`src/design/med_params.svh`:
```
// Constants, register map and timing of the motion event detector
// Functional notes
// - Store new filtered axis samples once per interval picked by the active rate, or by the low rate in watch.
// - Each axis sample is the average of 32 consecutive readings.
// - Each event class raises the interrupt only when its own enable is set.
// - No readings are taken in standby or in test mode.
// - Orientation candidates are computed every sample, stored only per debounce.
// - Debounce length zero stores the computed orientation after every sample.
// - Nonzero debounce length needs that many matching consecutive readings first.
// - Debounce count clears on mismatch and whenever the orientation status updates.
// - Orientation classified from axis magnitudes, signs and the 0.8g/0.25g limits.
// - Enabled axis beyond plus or minus 1.3g declares shake with an interrupt.
// - Axes tested separately; one shared shake flag, no axis recorded.
// - Reading orientation status clears shake during the acknowledge; monitoring restarts.
// - Tap is a fast change above the threshold lasting the duration count.
// - Tap detection ORs the selected axes and reports through the tap flag.
// - Tap flag set pauses tap detection until orientation status is read.
// - Delta G works at any rate with all three axis selects set.
// - Watch state samples at the low rate, leaves it on any activity.
// - Doze state samples at the active rate, returns to watch on expiry when watch is enabled.
// - Activity wakes and resets the sleep count; expiry alone triggers sleep.
// - Entering measurement starts in watch if enabled, else doze if enabled.
// - Each sample is a 6-bit value in its own per-axis register.
// - Landscape codes 000/001/010/101/110; face codes 00/01/10.
// - Reading an axis or status register while it updates sets its alert bit.
// - Eight-bit sleep counter runs to its limit; writing the limit resets it.
`ifndef MED_PARAMS_SVH
`define MED_PARAMS_SVH

// ****************************************
// register map
// ****************************************
`define MED_ADDR_X     5'h00
`define MED_ADDR_Y     5'h01
`define MED_ADDR_Z     5'h02
`define MED_ADDR_STAT   5'h03
`define MED_ADDR_SRST   5'h04
`define MED_ADDR_SLEEP  5'h05
`define MED_ADDR_IRQ    5'h06
`define MED_ADDR_MODE   5'h07
`define MED_ADDR_RATE   5'h08
`define MED_ADDR_TAPTH  5'h09
`define MED_ADDR_TAPDUR 5'h0A
`define MED_REG_RESET  8'h00

// ****************************************
// field positions
// ****************************************
`define MED_MODE_ON  0
`define MED_MODE_TON 2
`define MED_MODE_WATCH 3
`define MED_MODE_DOZE  4
`define MED_MODE_IPP 6
`define MED_MODE_IAH 7
`define MED_EN_FB    0
`define MED_EN_PL    1
`define MED_EN_TAP   2
`define MED_EN_AS    3
`define MED_EN_G     4

// ****************************************
// codes, thresholds and timing
// ****************************************
`define MED_PL_UNK   3'h0
`define MED_PL_LEFT  3'h1
`define MED_PL_RIGHT 3'h2
`define MED_PL_DOWN  3'h5
`define MED_PL_UP    3'h6
`define MED_FB_UNK   2'h0
`define MED_FB_FRONT 2'h1
`define MED_FB_BACK  2'h2
`define MED_Z_08G    6'h11
`define MED_Z_POS    6'sh05
`define MED_Z_NEG    6'sh3B
`define MED_SHK_POS  6'sh1C
`define MED_SHK_NEG  6'sh24
`define MED_AVG_LAST 5'h1F
`define MED_CLK_MHZ  250
`define MED_T120_US  8360
`define MED_T64_US   15625
`define MED_T32_US   31250
`define MED_T16_US   62500
`define MED_T8_US    125000
`define MED_T4_US    250000
`define MED_T2_US    500000
`define MED_T1_US    1000000

`endif

```
`src/design/med_pkg.sv`:
```
// Types shared by the motion event detector
`include "med_params.svh"
package med_pkg;

    typedef logic signed [5:0] med_axis_t;

    // operating states, gray coded along standby-active-doze-watch
    typedef enum logic [1:0] {
        MED_STANDBY = 2'h0,
        MED_ACTIVE  = 2'h1,
        MED_DOZE    = 2'h3,
        MED_WATCH   = 2'h2
    } med_state_t;

    typedef struct packed {
        med_axis_t x;
        med_axis_t y;
        med_axis_t z;
    } med_axes_t;

    typedef struct packed {
        logic       rd;
        logic       wr;
        logic [4:0] addr;
        logic [7:0] wdata;
    } med_req_t;

    typedef struct packed {
        med_state_t        st;
        logic [27:0]       div_cnt;
        logic              burst;
        logic [4:0]        rd_cnt;
        logic signed [10:0] acc_x;
        logic signed [10:0] acc_y;
        logic signed [10:0] acc_z;
        med_axes_t         smp;
        med_axes_t         prev;
        logic              smp_go;
        logic [4:0]        cand;
        logic [2:0]        db_cnt;
        logic [2:0]        pl_code;
        logic [1:0]        fb_code;
        logic              shake;
        logic              tap;
        logic [7:0]        tap_cnt;
        logic [7:0]        sleep_cnt;
        logic [7:0]        sleep_lim;
        logic [7:0]        irq_en;
        logic [7:0]        mode;
        logic [7:0]        rate_cfg;
        logic [7:0]        tap_cfg;
        logic [7:0]        tap_dur;
        logic              pend;
        logic [7:0]        rdata;
        logic              int_o;
        logic              int_oe;
    } med_st_t;

endpackage : med_pkg

```
`src/design/med_top.sv`:
```
// Digital analysis logic of the three-axis motion event detector
`timescale 1ns/100ps
`include "med_params.svh"
module med_top #(
    parameter int CYC_PER_US = `MED_CLK_MHZ
) (
    // clock and reset
    input  wire logic              CLK_SYS,
    input  wire logic              RESET_N,
    // converter readings
    input  wire logic              ADC_VALID,
    input  wire med_pkg::med_axes_t ADC_SAMPLE,
    // register access
    input  wire med_pkg::med_req_t REG_REQ,
    output logic [7:0]             REG_RDATA,
    // interrupt pin
    output logic                   INT_O,
    output logic                   INT_OE
);

    // ****************************************
    // parameter check
    // ****************************************
    if (CYC_PER_US < 1 || CYC_PER_US > 268) begin : g_bad_rate
        $error("CYC_PER_US out of range for the 28-bit interval divider");
    end

    // ****************************************
    // helper functions
    // ****************************************
    function automatic logic [5:0] med_abs(med_pkg::med_axis_t v);
        med_abs = v[5] ? 6'(-v) : 6'(v);
    endfunction : med_abs

    // beyond plus or minus 1.3g
    function automatic logic med_over(med_pkg::med_axis_t v);
        med_over = (v > `MED_SHK_POS) || (v < `MED_SHK_NEG);
    endfunction : med_over

    // orientation classes
    // returns {landscape code, face code}
    function automatic logic [4:0] med_orient(med_pkg::med_axes_t a);
        logic [5:0] ax;
        logic [5:0] ay;
        logic [2:0] pl;
        logic [1:0] fb;
        ax = med_abs(a.x);
        ay = med_abs(a.y);
        pl = `MED_PL_UNK;
        fb = `MED_FB_UNK;
        if (med_abs(a.z) < `MED_Z_08G) begin
            if (ax > ay) begin
                pl = a.x[5] ? `MED_PL_UP : `MED_PL_DOWN;
            end else if (ay > ax) begin
                pl = a.y[5] ? `MED_PL_RIGHT : `MED_PL_LEFT;
            end
        end
        if (a.z > `MED_Z_POS) begin
            fb = `MED_FB_FRONT;
        end else if (a.z < `MED_Z_NEG) begin
            fb = `MED_FB_BACK;
        end
        med_orient = {pl, fb};
    endfunction : med_orient

    // fast change on one axis above the tap threshold
    function automatic logic med_jump(med_pkg::med_axis_t a, med_pkg::med_axis_t b,
                                      logic [4:0] th);
        logic signed [6:0] d;
        d = 7'(a) - 7'(b);
        med_jump = (d[6] ? 7'(-d) : d) > {2'h0, th};
    endfunction : med_jump

    // interval length in cycles; watch uses the low-rate selector
    function automatic logic [27:0] med_period(logic watch, logic [2:0] am, logic [1:0] aw);
        int us;
        if (watch) begin
            case (aw)
                2'h0:    us = `MED_T32_US;
                2'h1:    us = `MED_T16_US;
                2'h2:    us = `MED_T8_US;
                default: us = `MED_T1_US;
            endcase
        end else begin
            case (am)
                3'h0:    us = `MED_T120_US;
                3'h1:    us = `MED_T64_US;
                3'h2:    us = `MED_T32_US;
                3'h3:    us = `MED_T16_US;
                3'h4:    us = `MED_T8_US;
                3'h5:    us = `MED_T4_US;
                3'h6:    us = `MED_T2_US;
                default: us = `MED_T1_US;
            endcase
        end
        med_period = 28'(us * CYC_PER_US);
    endfunction : med_period

    // ****************************************
    // state and intermediates
    // ****************************************
    med_pkg::med_st_t   q_reg;
    med_pkg::med_st_t   q_next;
    logic               active;
    logic               stat_rd;
    logic [27:0]        period_c;
    logic signed [10:0] sum_x;
    logic signed [10:0] sum_y;
    logic signed [10:0] sum_z;
    logic [4:0]         cand;
    logic [2:0]         db_c;
    logic               axis_upd;
    logic               ori_upd;
    logic               pl_chg;
    logic               fb_chg;
    logic               ev_shake;
    logic               ev_tap;
    logic               ev_as;
    logic               activity;
    logic               tap_run;
    logic [7:0]         rd_val;

    // ****************************************
    // next-state logic
    // ****************************************
    always_comb begin
        q_next   = q_reg;
        active   = q_reg.mode[`MED_MODE_ON] & ~q_reg.mode[`MED_MODE_TON];
        stat_rd  = REG_REQ.rd && (REG_REQ.addr == `MED_ADDR_STAT);
        period_c = med_period(q_reg.st == med_pkg::MED_WATCH, q_reg.rate_cfg[2:0],
                              q_reg.rate_cfg[4:3]);
        sum_x    = q_reg.acc_x + 11'(ADC_SAMPLE.x);
        sum_y    = q_reg.acc_y + 11'(ADC_SAMPLE.y);
        sum_z    = q_reg.acc_z + 11'(ADC_SAMPLE.z);
        cand     = med_orient(q_reg.smp);
        db_c     = 3'h0;
        axis_upd = 1'b0;
        ori_upd  = 1'b0;
        pl_chg   = 1'b0;
        fb_chg   = 1'b0;
        ev_shake = 1'b0;
        ev_tap   = 1'b0;
        ev_as    = 1'b0;
        tap_run  = 1'b0;
        q_next.smp_go = 1'b0;

        // operating state on entry and exit of measurement
        if (!q_reg.mode[`MED_MODE_ON]) begin
            q_next.st = med_pkg::MED_STANDBY;
        end else if (q_reg.st == med_pkg::MED_STANDBY && active) begin
            if (q_reg.mode[`MED_MODE_WATCH]) begin
                q_next.st = med_pkg::MED_WATCH;
            end else if (q_reg.mode[`MED_MODE_DOZE]) begin
                q_next.st = med_pkg::MED_DOZE;
            end else begin
                q_next.st = med_pkg::MED_ACTIVE;
            end
        end

        if (!active) begin
            q_next.div_cnt = 28'h0;
            q_next.burst   = 1'b0;
        end else if (q_reg.div_cnt >= period_c - 28'h1) begin
            q_next.div_cnt = 28'h0;
            q_next.burst   = 1'b1;
            q_next.rd_cnt  = 5'h0;
            q_next.acc_x   = 11'sh000;
            q_next.acc_y   = 11'sh000;
            q_next.acc_z   = 11'sh000;
        end else begin
            q_next.div_cnt = q_reg.div_cnt + 28'h1;
        end

        // average of 32 readings, truncated to 6 bits
        if (active && q_reg.burst && ADC_VALID) begin
            q_next.acc_x  = sum_x;
            q_next.acc_y  = sum_y;
            q_next.acc_z  = sum_z;
            q_next.rd_cnt = q_reg.rd_cnt + 5'h1;
            if (q_reg.rd_cnt == `MED_AVG_LAST) begin
                q_next.burst  = 1'b0;
                q_next.smp    = {sum_x[10:5], sum_y[10:5], sum_z[10:5]};
                q_next.smp_go = 1'b1;
                axis_upd      = 1'b1;
            end
        end

        // test mode: written axis values drive the analysis instead
        if (REG_REQ.wr && q_reg.mode[`MED_MODE_TON] && REG_REQ.addr <= `MED_ADDR_Z) begin
            case (REG_REQ.addr)
                `MED_ADDR_X: q_next.smp.x = REG_REQ.wdata[5:0];
                `MED_ADDR_Y: q_next.smp.y = REG_REQ.wdata[5:0];
                default:     q_next.smp.z = REG_REQ.wdata[5:0];
            endcase
            q_next.smp_go = 1'b1;
            axis_upd      = 1'b1;
        end

        // status read clears first, so a same-cycle event wins
        if (stat_rd) begin
            q_next.shake = 1'b0;
            q_next.tap   = 1'b0;
            q_next.pend  = 1'b0;
        end

        // analysis of the sample stored on the previous cycle
        if (q_reg.smp_go) begin
            db_c        = (cand != q_reg.cand) ? 3'h0 :
                          (q_reg.db_cnt == 3'h7) ? 3'h7 : q_reg.db_cnt + 3'h1;
            q_next.cand = cand;
            // store when the count meets the debounce length
            if (q_reg.rate_cfg[7:5] == 3'h0 || db_c >= q_reg.rate_cfg[7:5]) begin
                ori_upd        = 1'b1;
                pl_chg         = q_reg.pl_code != cand[4:2];
                fb_chg         = q_reg.fb_code != cand[1:0];
                q_next.pl_code = cand[4:2];
                q_next.fb_code = cand[1:0];
                db_c         = 3'h0;
            end
            q_next.db_cnt = db_c;

            // per-axis test into one shared flag
            if (!q_reg.shake && |(q_reg.irq_en[7:5] &
                {med_over(q_reg.smp.x), med_over(q_reg.smp.y), med_over(q_reg.smp.z)})) begin
                ev_shake     = 1'b1;
                q_next.shake = 1'b1;
            end

            // tap at full rate, delta G at any rate with all axes
            tap_run = !q_reg.tap && q_reg.st != med_pkg::MED_STANDBY &&
                      (q_reg.rate_cfg[2:0] == 3'h0 || q_reg.tap_cfg[7:5] == 3'h7);
            if (tap_run && |(q_reg.tap_cfg[7:5] &
                {med_jump(q_reg.smp.z, q_reg.prev.z, q_reg.tap_cfg[4:0]),
                 med_jump(q_reg.smp.y, q_reg.prev.y, q_reg.tap_cfg[4:0]),
                 med_jump(q_reg.smp.x, q_reg.prev.x, q_reg.tap_cfg[4:0])})) begin
                if (q_reg.tap_cnt >= q_reg.tap_dur) begin
                    ev_tap         = 1'b1;
                    q_next.tap     = q_reg.irq_en[`MED_EN_TAP];
                    q_next.tap_cnt = 8'h00;
                end else begin
                    q_next.tap_cnt = q_reg.tap_cnt + 8'h01;
                end
            end else if (tap_run) begin
                q_next.tap_cnt = 8'h00;
            end
            q_next.prev = q_reg.smp;

            activity = pl_chg | fb_chg | ev_shake | ev_tap;
            if (q_reg.st == med_pkg::MED_WATCH && activity) begin
                q_next.st        = med_pkg::MED_DOZE;
                q_next.sleep_cnt = 8'h00;
                ev_as            = 1'b1;
            end else if (q_reg.st == med_pkg::MED_DOZE) begin
                if (activity) begin
                    q_next.sleep_cnt = 8'h00;
                end else if (q_reg.sleep_cnt >= q_reg.sleep_lim) begin
                    if (q_reg.mode[`MED_MODE_WATCH]) begin
                        q_next.st = med_pkg::MED_WATCH;
                        ev_as     = 1'b1;
                    end
                end else begin
                    q_next.sleep_cnt = q_reg.sleep_cnt + 8'h01;
                end
            end
        end else begin
            activity = 1'b0;
        end

        if ((pl_chg && q_reg.irq_en[`MED_EN_PL]) || (fb_chg && q_reg.irq_en[`MED_EN_FB]) ||
            ev_shake || (ev_tap && q_reg.irq_en[`MED_EN_TAP]) ||
            (ev_as && q_reg.irq_en[`MED_EN_AS]) || (q_reg.smp_go && q_reg.irq_en[`MED_EN_G])) begin
            q_next.pend = 1'b1;
        end

        // register writes; mode at any time, other configuration only while standing by
        if (REG_REQ.wr) begin
            if (REG_REQ.addr == `MED_ADDR_MODE) begin
                q_next.mode = REG_REQ.wdata;
            end else if (!q_reg.mode[`MED_MODE_ON]) begin
                case (REG_REQ.addr)
                    `MED_ADDR_SLEEP: begin
                        // new limit restarts the sleep count
                        q_next.sleep_lim = REG_REQ.wdata;
                        q_next.sleep_cnt = 8'h00;
                    end
                    `MED_ADDR_IRQ:    q_next.irq_en   = REG_REQ.wdata;
                    `MED_ADDR_RATE:   q_next.rate_cfg = REG_REQ.wdata;
                    `MED_ADDR_TAPTH:  q_next.tap_cfg  = REG_REQ.wdata;
                    `MED_ADDR_TAPDUR: q_next.tap_dur  = REG_REQ.wdata;
                    default:         ;
                endcase
            end
        end

        // read mux; alert flags a read that collides with an update
        case (REG_REQ.addr)
            `MED_ADDR_X:     rd_val = {1'b0, axis_upd, q_reg.smp.x};
            `MED_ADDR_Y:     rd_val = {1'b0, axis_upd, q_reg.smp.y};
            `MED_ADDR_Z:     rd_val = {1'b0, axis_upd, q_reg.smp.z};
            `MED_ADDR_STAT:  rd_val = {q_reg.shake, ori_upd | ev_shake | ev_tap, q_reg.tap,
                                       q_reg.pl_code, q_reg.fb_code};
            `MED_ADDR_SRST:  rd_val = {6'h00, q_reg.st == med_pkg::MED_WATCH,
                                       q_reg.st == med_pkg::MED_ACTIVE ||
                                       q_reg.st == med_pkg::MED_DOZE};
            `MED_ADDR_SLEEP:  rd_val = q_reg.sleep_lim;
            `MED_ADDR_IRQ:    rd_val = q_reg.irq_en;
            `MED_ADDR_MODE:   rd_val = q_reg.mode;
            `MED_ADDR_RATE:   rd_val = q_reg.rate_cfg;
            `MED_ADDR_TAPTH:  rd_val = q_reg.tap_cfg;
            `MED_ADDR_TAPDUR: rd_val = q_reg.tap_dur;
            default:         rd_val = 8'h00;
        endcase
        if (REG_REQ.rd) begin
            q_next.rdata = rd_val;
        end

        // pin drive: push-pull follows polarity, open drain only pulls low
        q_next.int_oe = q_next.mode[`MED_MODE_IPP] | q_next.pend;
        q_next.int_o  = q_next.mode[`MED_MODE_IPP] &
                        (q_next.pend ~^ q_next.mode[`MED_MODE_IAH]);
    end

    // ****************************************
    // state register
    // ****************************************
    always_ff @(posedge CLK_SYS or negedge RESET_N) begin
        if (!RESET_N) begin
            q_reg <= '0;
        end else begin
            q_reg <= q_next;
        end
    end

    assign REG_RDATA = q_reg.rdata;
    assign INT_O     = q_reg.int_o;
    assign INT_OE    = q_reg.int_oe;
endmodule : med_top

```
`config.mk`:
```
export PLATFORM = sky130hd
export DESIGN_NAME = med_top
export DESIGN_NICKNAME = d
export VERILOG_FILES = /design/src/design/med_pkg.sv /design/src/design/med_top.sv
export VERILOG_INCLUDE_DIRS = /design/src /design/src/design
export SDC_FILE = /design/constraint.sdc
export NUM_CORES = 1
export LEC_CHECK = 0
export ABC_AREA = 1
export BUFFER_PORTS_ARGS = -buffer_cell sky130_fd_sc_hd__buf_2
export CAP_MARGIN = 20
export CORE_MARGIN = 5
export CORE_UTILIZATION = 47
export DETAILED_ROUTE_END_ITERATION = 8
export GPL_TIMING_DRIVEN = 0
export SLEW_MARGIN = 40
export SYNTH_ARGS = -nofsm -noshare
export SYNTH_HDL_FRONTEND = slang
export SYNTH_SLANG_ARGS = --single-unit
```
`constraint.sdc`:
```
create_clock -name CLK_SYS -period 12.2 [get_ports CLK_SYS]
set_input_delay 3.66 -clock CLK_SYS [delete_from_list [all_inputs] [get_ports CLK_SYS]]
set_output_delay 3.66 -clock CLK_SYS [all_outputs]
set_load 0.02 [all_outputs]
```
# After elaboration in Yosys (flattened, before gate mapping)
# Index checks and enable logic that the tools add are counted.
[totals] register_bits=196 input_bits=36 output_inout_bits=10 word_cells=252
[classes] n_addsub=18 multipliers=1 n_lt_le_gt_ge=19 n_eq_ne=27 muxes=90 n_bitwise=14 n_reduce_logical=50
[ops] operator="20-bit one-hot mux with 7 select lines" n=1
[ops] operator="24-bit 2-to-1 mux" n=4
[ops] operator="8-bit 2-to-1 mux" n=12
[ops] operator="8-bit one-hot mux with 11 select lines" n=1
[ops] operator="20-bit one-hot mux with 3 select lines" n=1
[ops] operator="57-bit 2-to-1 mux" n=1
[ops] operator="56-bit 2-to-1 mux" n=1
[ops] operator="18-bit 2-to-1 mux" n=3
[ops] operator="39-bit 2-to-1 mux" n=1
[ops] operator="38-bit 2-to-1 mux" n=1
[ops] operator="6-bit 2-to-1 mux" n=6
[ops] operator="11-bit by 6-bit adder with 11-bit output" n=3
[ops] operator="32-bit by 8-bit multiplier with 27-bit output, second input constant" n=1
[ops] operator="2-bit 2-to-1 mux" n=16
[ops] operator="32-bit 2-to-1 mux" n=1
[ops] operator="1-bit 2-to-1 mux" n=30
[ops] operator="29-bit 2-to-1 mux" n=1
[ops] operator="28-bit by 1-bit adder with 28-bit output, second input constant" n=1
[ops] operator="28-bit >= comparator" n=1
[ops] operator="28-bit 2-to-1 mux" n=1
[ops] operator="28-bit by 1-bit subtractor with 28-bit output, second input constant" n=1
[ops] operator="7-bit by 5-bit greater-than comparator with 1-bit output" n=3
[ops] operator="7-bit 2-to-1 mux" n=3
[ops] operator="7-bit negator" n=3
[ops] operator="45 further kinds" n=122

# Logic depth before layout (Yosys ltp)
# Gate-level depths: netlist of the first run.
[depth] word_depth=25 mapped_depth=47

# Worst setup path after synthesis of the first run
# No wires, ideal clock.
[synth_path] path_kind="register -> register" start="register q_reg[29] (netlist name)" end="register q_reg[160] (netlist name)" setup_ns=0.083 arrival_time_ns=7.245 t_required_ns=12.117 setup_slack_ns=4.872 stages_incl_launch_ff=38 n_path_buf=3 path_cell_list="dfrtp_1 > buf_4 > inv_2 > nand2_1 > nor2_1 > nor3_1 > o21ai_0 > inv_1 > ha_1 > inv_1 > fa_1 > inv_1 > fa_1 > inv_1 > fa_1 > inv_1 > ha_1 > a21oi_1 > [2 not listed] > xor2_1 > inv_2 > nor3_2 > nand4_1 > nor2_1 > xor2_1 > ha_1 > a21oi_1 > nor2_1 > a211oi_1 > o221ai_1 > a21oi_1 > nand2_1 > a21oi_1 > clkbuf_1 > buf_1 > nand2_1 > o21ai_0"
[synth_via] elab_chain_cells=8
[synth_lines] element="start, declared" line_no="med_top.sv:102" rtl="med_pkg::med_st_t q_reg;"
[synth_lines] element="start signal, assigned" line_no="med_top.sv:330" rtl="q_reg <= q_next;"
[synth_lines] element="3-bit equality test, or another cell as far along" line_no="med_top.sv:85" rtl="case (am)"
[synth_lines] element="20-bit one-hot mux with 7 select lines *" line_no="med_top.sv:85"
[synth_lines] element="32-bit 2-to-1 mux *" line_no="med_top.sv:77" rtl="if (watch) begin"
[synth_lines] element="32-bit by 8-bit multiplier with 27-bit output *" line_no="med_top.sv:96" rtl="med_period = 28'(us * CYC_PER_US);"
[synth_lines] element="28-bit by 1-bit subtractor with 28-bit output *" line_no="med_top.sv:163" rtl="end else if (q_reg.div_cnt >= period_c - 28'h1) begin"
[synth_lines] element="28-bit >= comparator *" line_no="med_top.sv:163"
[synth_lines] element="2-bit nonzero test (no source line) *"
[synth_lines] element="2-bit AND reduction (no source line) *"
# Mark *: on every way between the ends. The rest lies on a longest branch, timed or not.
# A chain may end at the register's enable or synchronous reset.

# Worst setup path after layout of the first run
[layout_path] start="register q_reg[195] (netlist name)" end="register q_reg[144] (netlist name)"
[layout_via] elab_chain_cells=7
[layout_lines] element="2-bit equality test" line_no="med_top.sv:130" rtl="period_c = med_period(q_reg.st == med_pkg::MED_WATCH, q_reg.rate_cfg[2:0],"
[layout_lines] element="32-bit 2-to-1 mux" line_no="med_top.sv:77"
[layout_lines] element="32-bit by 8-bit multiplier with 27-bit output" line_no="med_top.sv:96"
[layout_lines] element="28-bit by 1-bit subtractor with 28-bit output" line_no="med_top.sv:163"
[layout_lines] element="28-bit >= comparator" line_no="med_top.sv:163"
[layout_lines] element="2-bit nonzero test (no source line)"
[layout_lines] element="2-bit AND reduction (no source line)"
# Every way passes these cells.

==> results.json, run 1 <==
{
  "num_vias": 15052,
  "first_pass_iters": 5,
  "die_h_um": 204,
  "grt-ovfl-total": 0,
  "cts_hold_buf": 0,
  "synthCells": 2307,
  "antenna_found_initial": 0,
  "multi_input_area_um2": 11000,
  "critPathMaxFanout": 10,
  "period_needed_ps": 8950,
  "post-cts-setup-buffer-count": 0,
  "synth_top_area_share_pct": 27.7,
  "required_ps": 12570,
  "max_clock_freq_mhz": 112,
  "dp_hpwl_um": 36400,
  "largest_register_ffs": 186,
  "initial_core_util_pct": 47.3,
  "finalInstanceArea_um2": 19300,
  "synth_common_cells": "451 x nand2_1, 418 x inv_1, 211 x ha_1, 196 x dfrtp_1, 174 x nor2_1",
  "relSlewSlack_pct": 45.5,
  "ctsResizeCount": 0,
  "ys_types": 56,
  "routedWlPerCell_um": 15.6,
  "dieWidth_um": 204,
  "port-buffer-count": 45,
  "die-area_um2": 41700,
  "min_from": "q_reg[158]$_DFFE_PN0P_",
  "num_io_pins": 46,
  "drt-initial-drc-count": 959,
  "critPathCaptureType": "flip-flop",
  "rsz0062_at_grt": "false",
  "diodes": 0,
  "ys_ff_latch": 196,
  "nets": 2694,
  "tightestPinTransition_ps": 815,
  "cts_tree": "built",
  "layout-drive-gt1-share_pct": 5.45,
  "synth_area_leaders": "dfrtp_1 28%, ha_1 15%, nand2_1 9.6%, inv_1 8.9%, fa_1 8.3%",
  "status": "completed",
  "r2r-start": "q_reg[195]$_DFF_PN0_",
  "grt_pass1_vias": 14974,
  "synth.avg_cell_area_um2": 7.68,
  "grt_pass1_wl_um": 75400,
  "dpl_cell_area_um2": 18700,
  "syn_area_um2": 17700,
  "core_um2": 37400,
  "seq_area_um2": 4900,
  "cap_violations": 0,
  "cts_buffers": 17,
  "h-tree-depth": 4,
  "insertion_delay_ps": 460,
  "drv_slew": 0,
  "synth.most_common_cell": "nand2_1",
  "start_kind": "flip-flop",
  "synth_top_area_cell": "dfrtp_1",
  "gp_congestion": 0.961,
  "finalWirelength_um": 45100,
  "clock-sinks": 196,
  "cts_buffer_depth": 2,
  "holdCritPathClass": "reg2reg",
  "track_usage_pct": 22.3,
  "synth_edf_count": 0,
  "synthFlopType": "dfrtp_1",
  "synth_nets": 2627,
  "nFillCells": 3704,
  "finalClockSkew_ps": 12.2,
  "cpPeakStageDelay_ps": 510,
  "period_share_pct": 73.4,
  "crit_type": "reg2reg",
  "rows": 71,
  "finalSetupTns_ps": 0,
  "clock-root-buffer": "clkbuf_16",
  "clk_pin_slew_ps": 80,
  "setup_viol": 0,
  "crit_path_frequent_cell": "a21oi_1",
  "hold_viol": 0,
  "async_reset_ff_share_pct": 100,
  "drc": 0,
  "yosysWarnings": 0,
  "seq_area_frac_synth_pct": 27.7,
  "final_antenna_net_count": 0,
  "grt_max_degree": 70,
  "worstSetupStartpoint": "q_reg[195]$_DFF_PN0_",
  "cp_slowest_cell": "fa_1",
  "worstPathArrival_ps": 9320,
  "viasPerCell": 5.19,
  "syn_to_final_growth_pct": 8.75
}
cells in the final DEF, fill, tap and decap left out, types with 17 or more instances in the layout:
cell	count
nand2_1	451
inv_1	418
ha_1	211
dfrtp_1	196
nor2_1	173
o21ai_0	170
a21oi_1	122
nand3_1	102
xor2_1	77
fa_1	73
buf_2	45
nor3_1	42
xnor2_1	36
nand4_1	35
clkbuf_1	26
o22ai_1	26
clkbuf_16	17
layout make-up:
cell class,instances,area share (%)
multi-input cells,1648,57.4
clock buffers,20,2.32
plain buffers,38,0.923
flip-flops and latches,196,25.5
repair buffers,48,1.65
well taps,511,3.32
inverters,425,8.30
clock inverters,12,0.656
through the flow:
stage                     std cells  hold slack, ps  util (%)  worst slack (ps)
after floorplan                2307             450         -              4870
after global placement         2863             466      49.7              3330
after detailed placement       2866             473      49.9              3230
after CTS                      2898             491      51.5              3190
after global routing           2898             502      51.5              2410
final                          2898             490      51.5              3250
critical path, delay by kind of cell (launching register included):
family	cells	cell delay (ps)
fa+ha+maj	6	2610
compound gates	10	2000
buf+inv	9	1930
simple gates	9	1370
flops	1	470
xor+xnor	2	430
cell families after synthesis:
group	count (synthesis)	synth area share, %
XOR/XNOR	113	5.59
adder cells (fa/ha/maj)	284	23.2
buffers and inverters	463	10.0
multiplexers	5	0.318
AO/OA/AOI/OAI	400	12.8
AND/OR/NAND/NOR	846	20.4
flip-flops	196	27.7
metal layers:
| metal | vias up | share of wire (%) | track usage [%] | wire length [um] |
|---|---|---|---|---|
| li1 | 7615 | - | - | - |
| met2 | 289 | 48 | 38.2 | 21800 |
| met3 | 62 | 3.9 | 2.82 | 1750 |
| met5 | - | 0 | 0 | 0 |
| met1 | 7086 | 46 | 30.0 | 20600 |
| met4 | 0 | 2.2 | 5.72 | 971 |
path summary, 6_finish.rpt:
| check | to | slack [ps] | cells after the start |
|---|---|---|---|
| setup / recovery | q_reg[144]$_DFFE_PN0P_ | 3250 | 36 |
| hold / removal | q_reg[158]$_DFFE_PN0P_ | 490 | 2 |
| setup reg to reg | q_reg[144]$_DFFE_PN0P_ | 3250 | 36 |
| hold reg to reg | q_reg[158]$_DFFE_PN0P_ | 490 | 2 |
| max in group asynchronous | q_reg[68]$_DFFE_PN0P_ | 7970 | 4 |
| min in group asynchronous | q_reg[192]$_DFF_PN0_ | 2990 | 1 |
Power of run 1 is left out: the tool's default activity adds up to more than one toggle a clock period on the data nets, which glitch-free logic cannot reach.
==> run 2: changes to the inputs <==
--- a/config.mk
+++ b/config.mk
@@ -6,7 +6,7 @@
 export SDC_FILE = /design/constraint.sdc
 export NUM_CORES = 1
 export LEC_CHECK = 0
-export ABC_AREA = 1
+export ABC_AREA = 0
 export BUFFER_PORTS_ARGS = -buffer_cell sky130_fd_sc_hd__buf_2
 export CAP_MARGIN = 20
 export CORE_MARGIN = 5
==> constraint.sdc (replaced) <==
create_clock -name CLK_SYS -period 8.6 [get_ports CLK_SYS]
set_input_delay 2.58 -clock CLK_SYS [delete_from_list [all_inputs] [get_ports CLK_SYS]]
set_output_delay 2.58 -clock CLK_SYS [all_outputs]
set_load 0.02 [all_outputs]
==> run 2 against run 1 <==
  * Fmax is 8.8% higher
  * Clock skew up 4.6 ps
  * Critical path depth decreased by 2
  * Worst setup slack got worse by 2900 ps
  * Sequential cell count did not move
  * Final area rose by 4.7%
  * Synthesized cell count decreased by 15%
  * Routed wire length grew 3.8%
  * Highest routed layer unchanged
  * Area after synthesis grew 0.38%
  * First-iteration DRC count is 11% lower
==> results.json, run 2 <==
{
  "clock-root-buffer": "clkbuf_16",
  "drc": 0,
  "tightestPinTransition_ps": 799,
  "die-area_um2": 41800,
  "cts_buffer_depth": 2,
  "holdCritPathClass": "reg2reg",
  "clk_pin_slew_ps": 80,
  "grt_pass1_wl_um": 75500,
  "mostFrequentLayoutCell": "inv_1",
  "cap_violations": 0,
  "status": "completed",
  "nets": 2383,
  "grt-ovfl-total": 0,
  "async_reset_ff_share_pct": 100,
  "track_usage_pct": 22.5,
  "rr_worst_depth": 34,
  "insertion_delay_ps": 460,
  "relSlewSlack_pct": 46.7,
  "synth.avg_cell_area_um2": 9.06,
  "seq_area_um2": 4910,
  "dieWidth_um": 204,
  "multi_input_area_um2": 12100,
  "grt_max_degree": 75,
  "syn_to_final_growth_pct": 13.5,
  "largest_register_ffs": 186,
  "crit_path_frequent_cell": "a21o_1",
  "syn_area_um2": 17800,
  "dp_slack_ps": -1890,
  "clock-sinks": 196,
  "dp_hpwl_um": 36100,
  "synth_area_leaders": "dfrtp_1 28%, ha_1 15%, fa_1 8.2%, inv_1 5.2%, xnor2_1 4.3%",
  "ys_ff_latch": 196,
  "finalWirelength_um": 46800,
  "cts_buffers": 17,
  "ys_types": 78,
  "cp_slowest_cell": "fa_1",
  "worstPathArrival_ps": 8620,
  "cts_tree": "built",
  "max_clock_freq_mhz": 122,
  "drt-initial-drc-count": 858,
  "yosysWarnings": 0,
  "holdPathStages": 1,
  "layout-drive-gt1-share_pct": 14.3,
  "num_vias": 14481,
  "setup_ws_ps": 373,
  "critPathMaxFanout": 7,
  "start_kind": "flip-flop",
  "port-buffer-count": 37,
  "synth_top_area_cell": "dfrtp_1",
  "rows": 71,
  "final_cell_mix": "236 x inv_1, 199 x ha_1, 191 x dfrtp_1",
  "gp_congestion": 0.905,
  "setup_viol": 0,
  "initial_core_util_pct": 47.4,
  "critPathCaptureType": "flip-flop",
  "hold_viol": 0,
  "grt_pass1_vias": 14280,
  "nFillCells": 3445,
  "synth_nets": 2282,
  "synth.most_common_cell": "inv_1",
  "core_um2": 37500,
  "finalClockSkew_ps": 16.8,
  "period_share_pct": 95.7,
  "synth_common_cells": "244 x inv_1, 211 x ha_1, 196 x dfrtp_1, 164 x nand2_1, 105 x o21ai_0",
  "seq_area_frac_synth_pct": 27.6,
  "synthFlopType": "dfrtp_1",
  "synthCells": 1962,
  "required_ps": 9000,
  "die_h_um": 204,
  "viasPerCell": 5.60,
  "cpPeakStageDelay_ps": 540,
  "routedWlPerCell_um": 18.1,
  "fin_util_pct": 53.8,
  "antenna_found_initial": 1,
  "drv_slew": 0,
  "period_needed_ps": 8230,
  "crit_type": "reg2reg",
  "synth_top_area_share_pct": 27.6,
  "final_antenna_net_count": 0,
  "synth_edf_count": 0,
  "h-tree-depth": 4,
  "num_io_pins": 46,
  "first_pass_iters": 5
}
run 2: cell types whose count changed after synthesis, moves of 28 or more:
cell,before,now
o21ai_0,171,105
xnor2_1,36,88
nand3_1,102,35
nand2b_1,0,28
nand2_1,451,164
a21o_1,6,43
a22o_1,10,45
nor2_1,174,104
a21oi_1,122,79
inv_1,418,244
mux2_2,5,54
run 2: worst paths after layout:
check,to,startpoint,slack [ps]
min reg2reg,REG_RDATA[7]$_DFFE_PN0P_,REG_RDATA[7]$_DFFE_PN0P_,490
max in group asynchronous,q_reg[29]$_DFFE_PN0P_,RESET_N,5770
min,REG_RDATA[7]$_DFFE_PN0P_,REG_RDATA[7]$_DFFE_PN0P_,490
max,q_reg[151]$_DFFE_PN0P_,q_reg[28]$_DFFE_PN0P_,370
max reg2reg,q_reg[151]$_DFFE_PN0P_,q_reg[28]$_DFFE_PN0P_,370
min in group asynchronous,q_reg[99]$_DFFE_PN0P_,RESET_N,2050
run 2: cells by family (layout without fill, tap and decap cells):
kind of cell               count (synthesis)  after routing  share of synthesized area [%]
xor gates and xnor gates                 140            140                           6.90
AOI/OAI and AO/OA                        433            433                           16.6
and+or+nand+nor                          517            517                           14.1
other                                      0              1                              0
DFF                                      196            196                           27.6
muxes                                     80             80                           4.88
buffers and inverters                    312            426                           6.86
adders and majority gates                284            284                           23.1
run 2: cell type report:
| cell class | count | share of cell area, % |
|---|---|---|
| Multi-Input combinational cell | 1454 | 59.8 |
| Sequential cell | 196 | 24.3 |
| Inverter | 245 | 4.61 |
| Tap cell | 511 | 3.17 |
| Timing Repair Buffer | 87 | 3.11 |
| Clock buffer | 18 | 2.18 |
| Buffer | 62 | 1.82 |
| Clock inverter | 14 | 0.924 |
| Antenna cell | 1 | 0.0124 |
run 2: through the flow:
stage | cell area (um^2) | TNS, ps | cells | hold WS (ps)
finish | 20200 | 0 | 2588 | 489
CTS | 19500 | 0 | 2554 | 497
floorplan | 17800 | 0 | 1962 | 454
detailed placement | 18700 | -103890 | 2512 | 471
global placement | 18600 | -106060 | 2510 | 469
global route | 20200 | -294 | 2588 | 517
run 2: metal layers:
metal	vias to the layer above	track usage (%)	share of wire (%)
li1	7013	-	-
met1	7061	30.1	45
met2	329	37.5	48
met3	78	3.09	3.8
met4	0	8.06	3.0
met5	-	0	0
run 2: critical path, delay by kind of cell, from the launching register on:
family,cells,cell delay (ps)
flops,1,390
fa+ha+maj,6,2590
buf+inv,7,950
compound gates,15,2740
simple gates,5,1310
xor+xnor,1,160
run 2: what timing repair did:
item / CTS / global route
hold endpoints to repair: 0 / 0
buffers inserted: 11 / 36
hold buffers: 0 / 0
pin swaps: 2 / 21
gates resized for setup: 60 / 96
gates cloned: 0 / 1
setup endpoints to repair: 67 / 67
Power of run 2 is left out for the same reason.
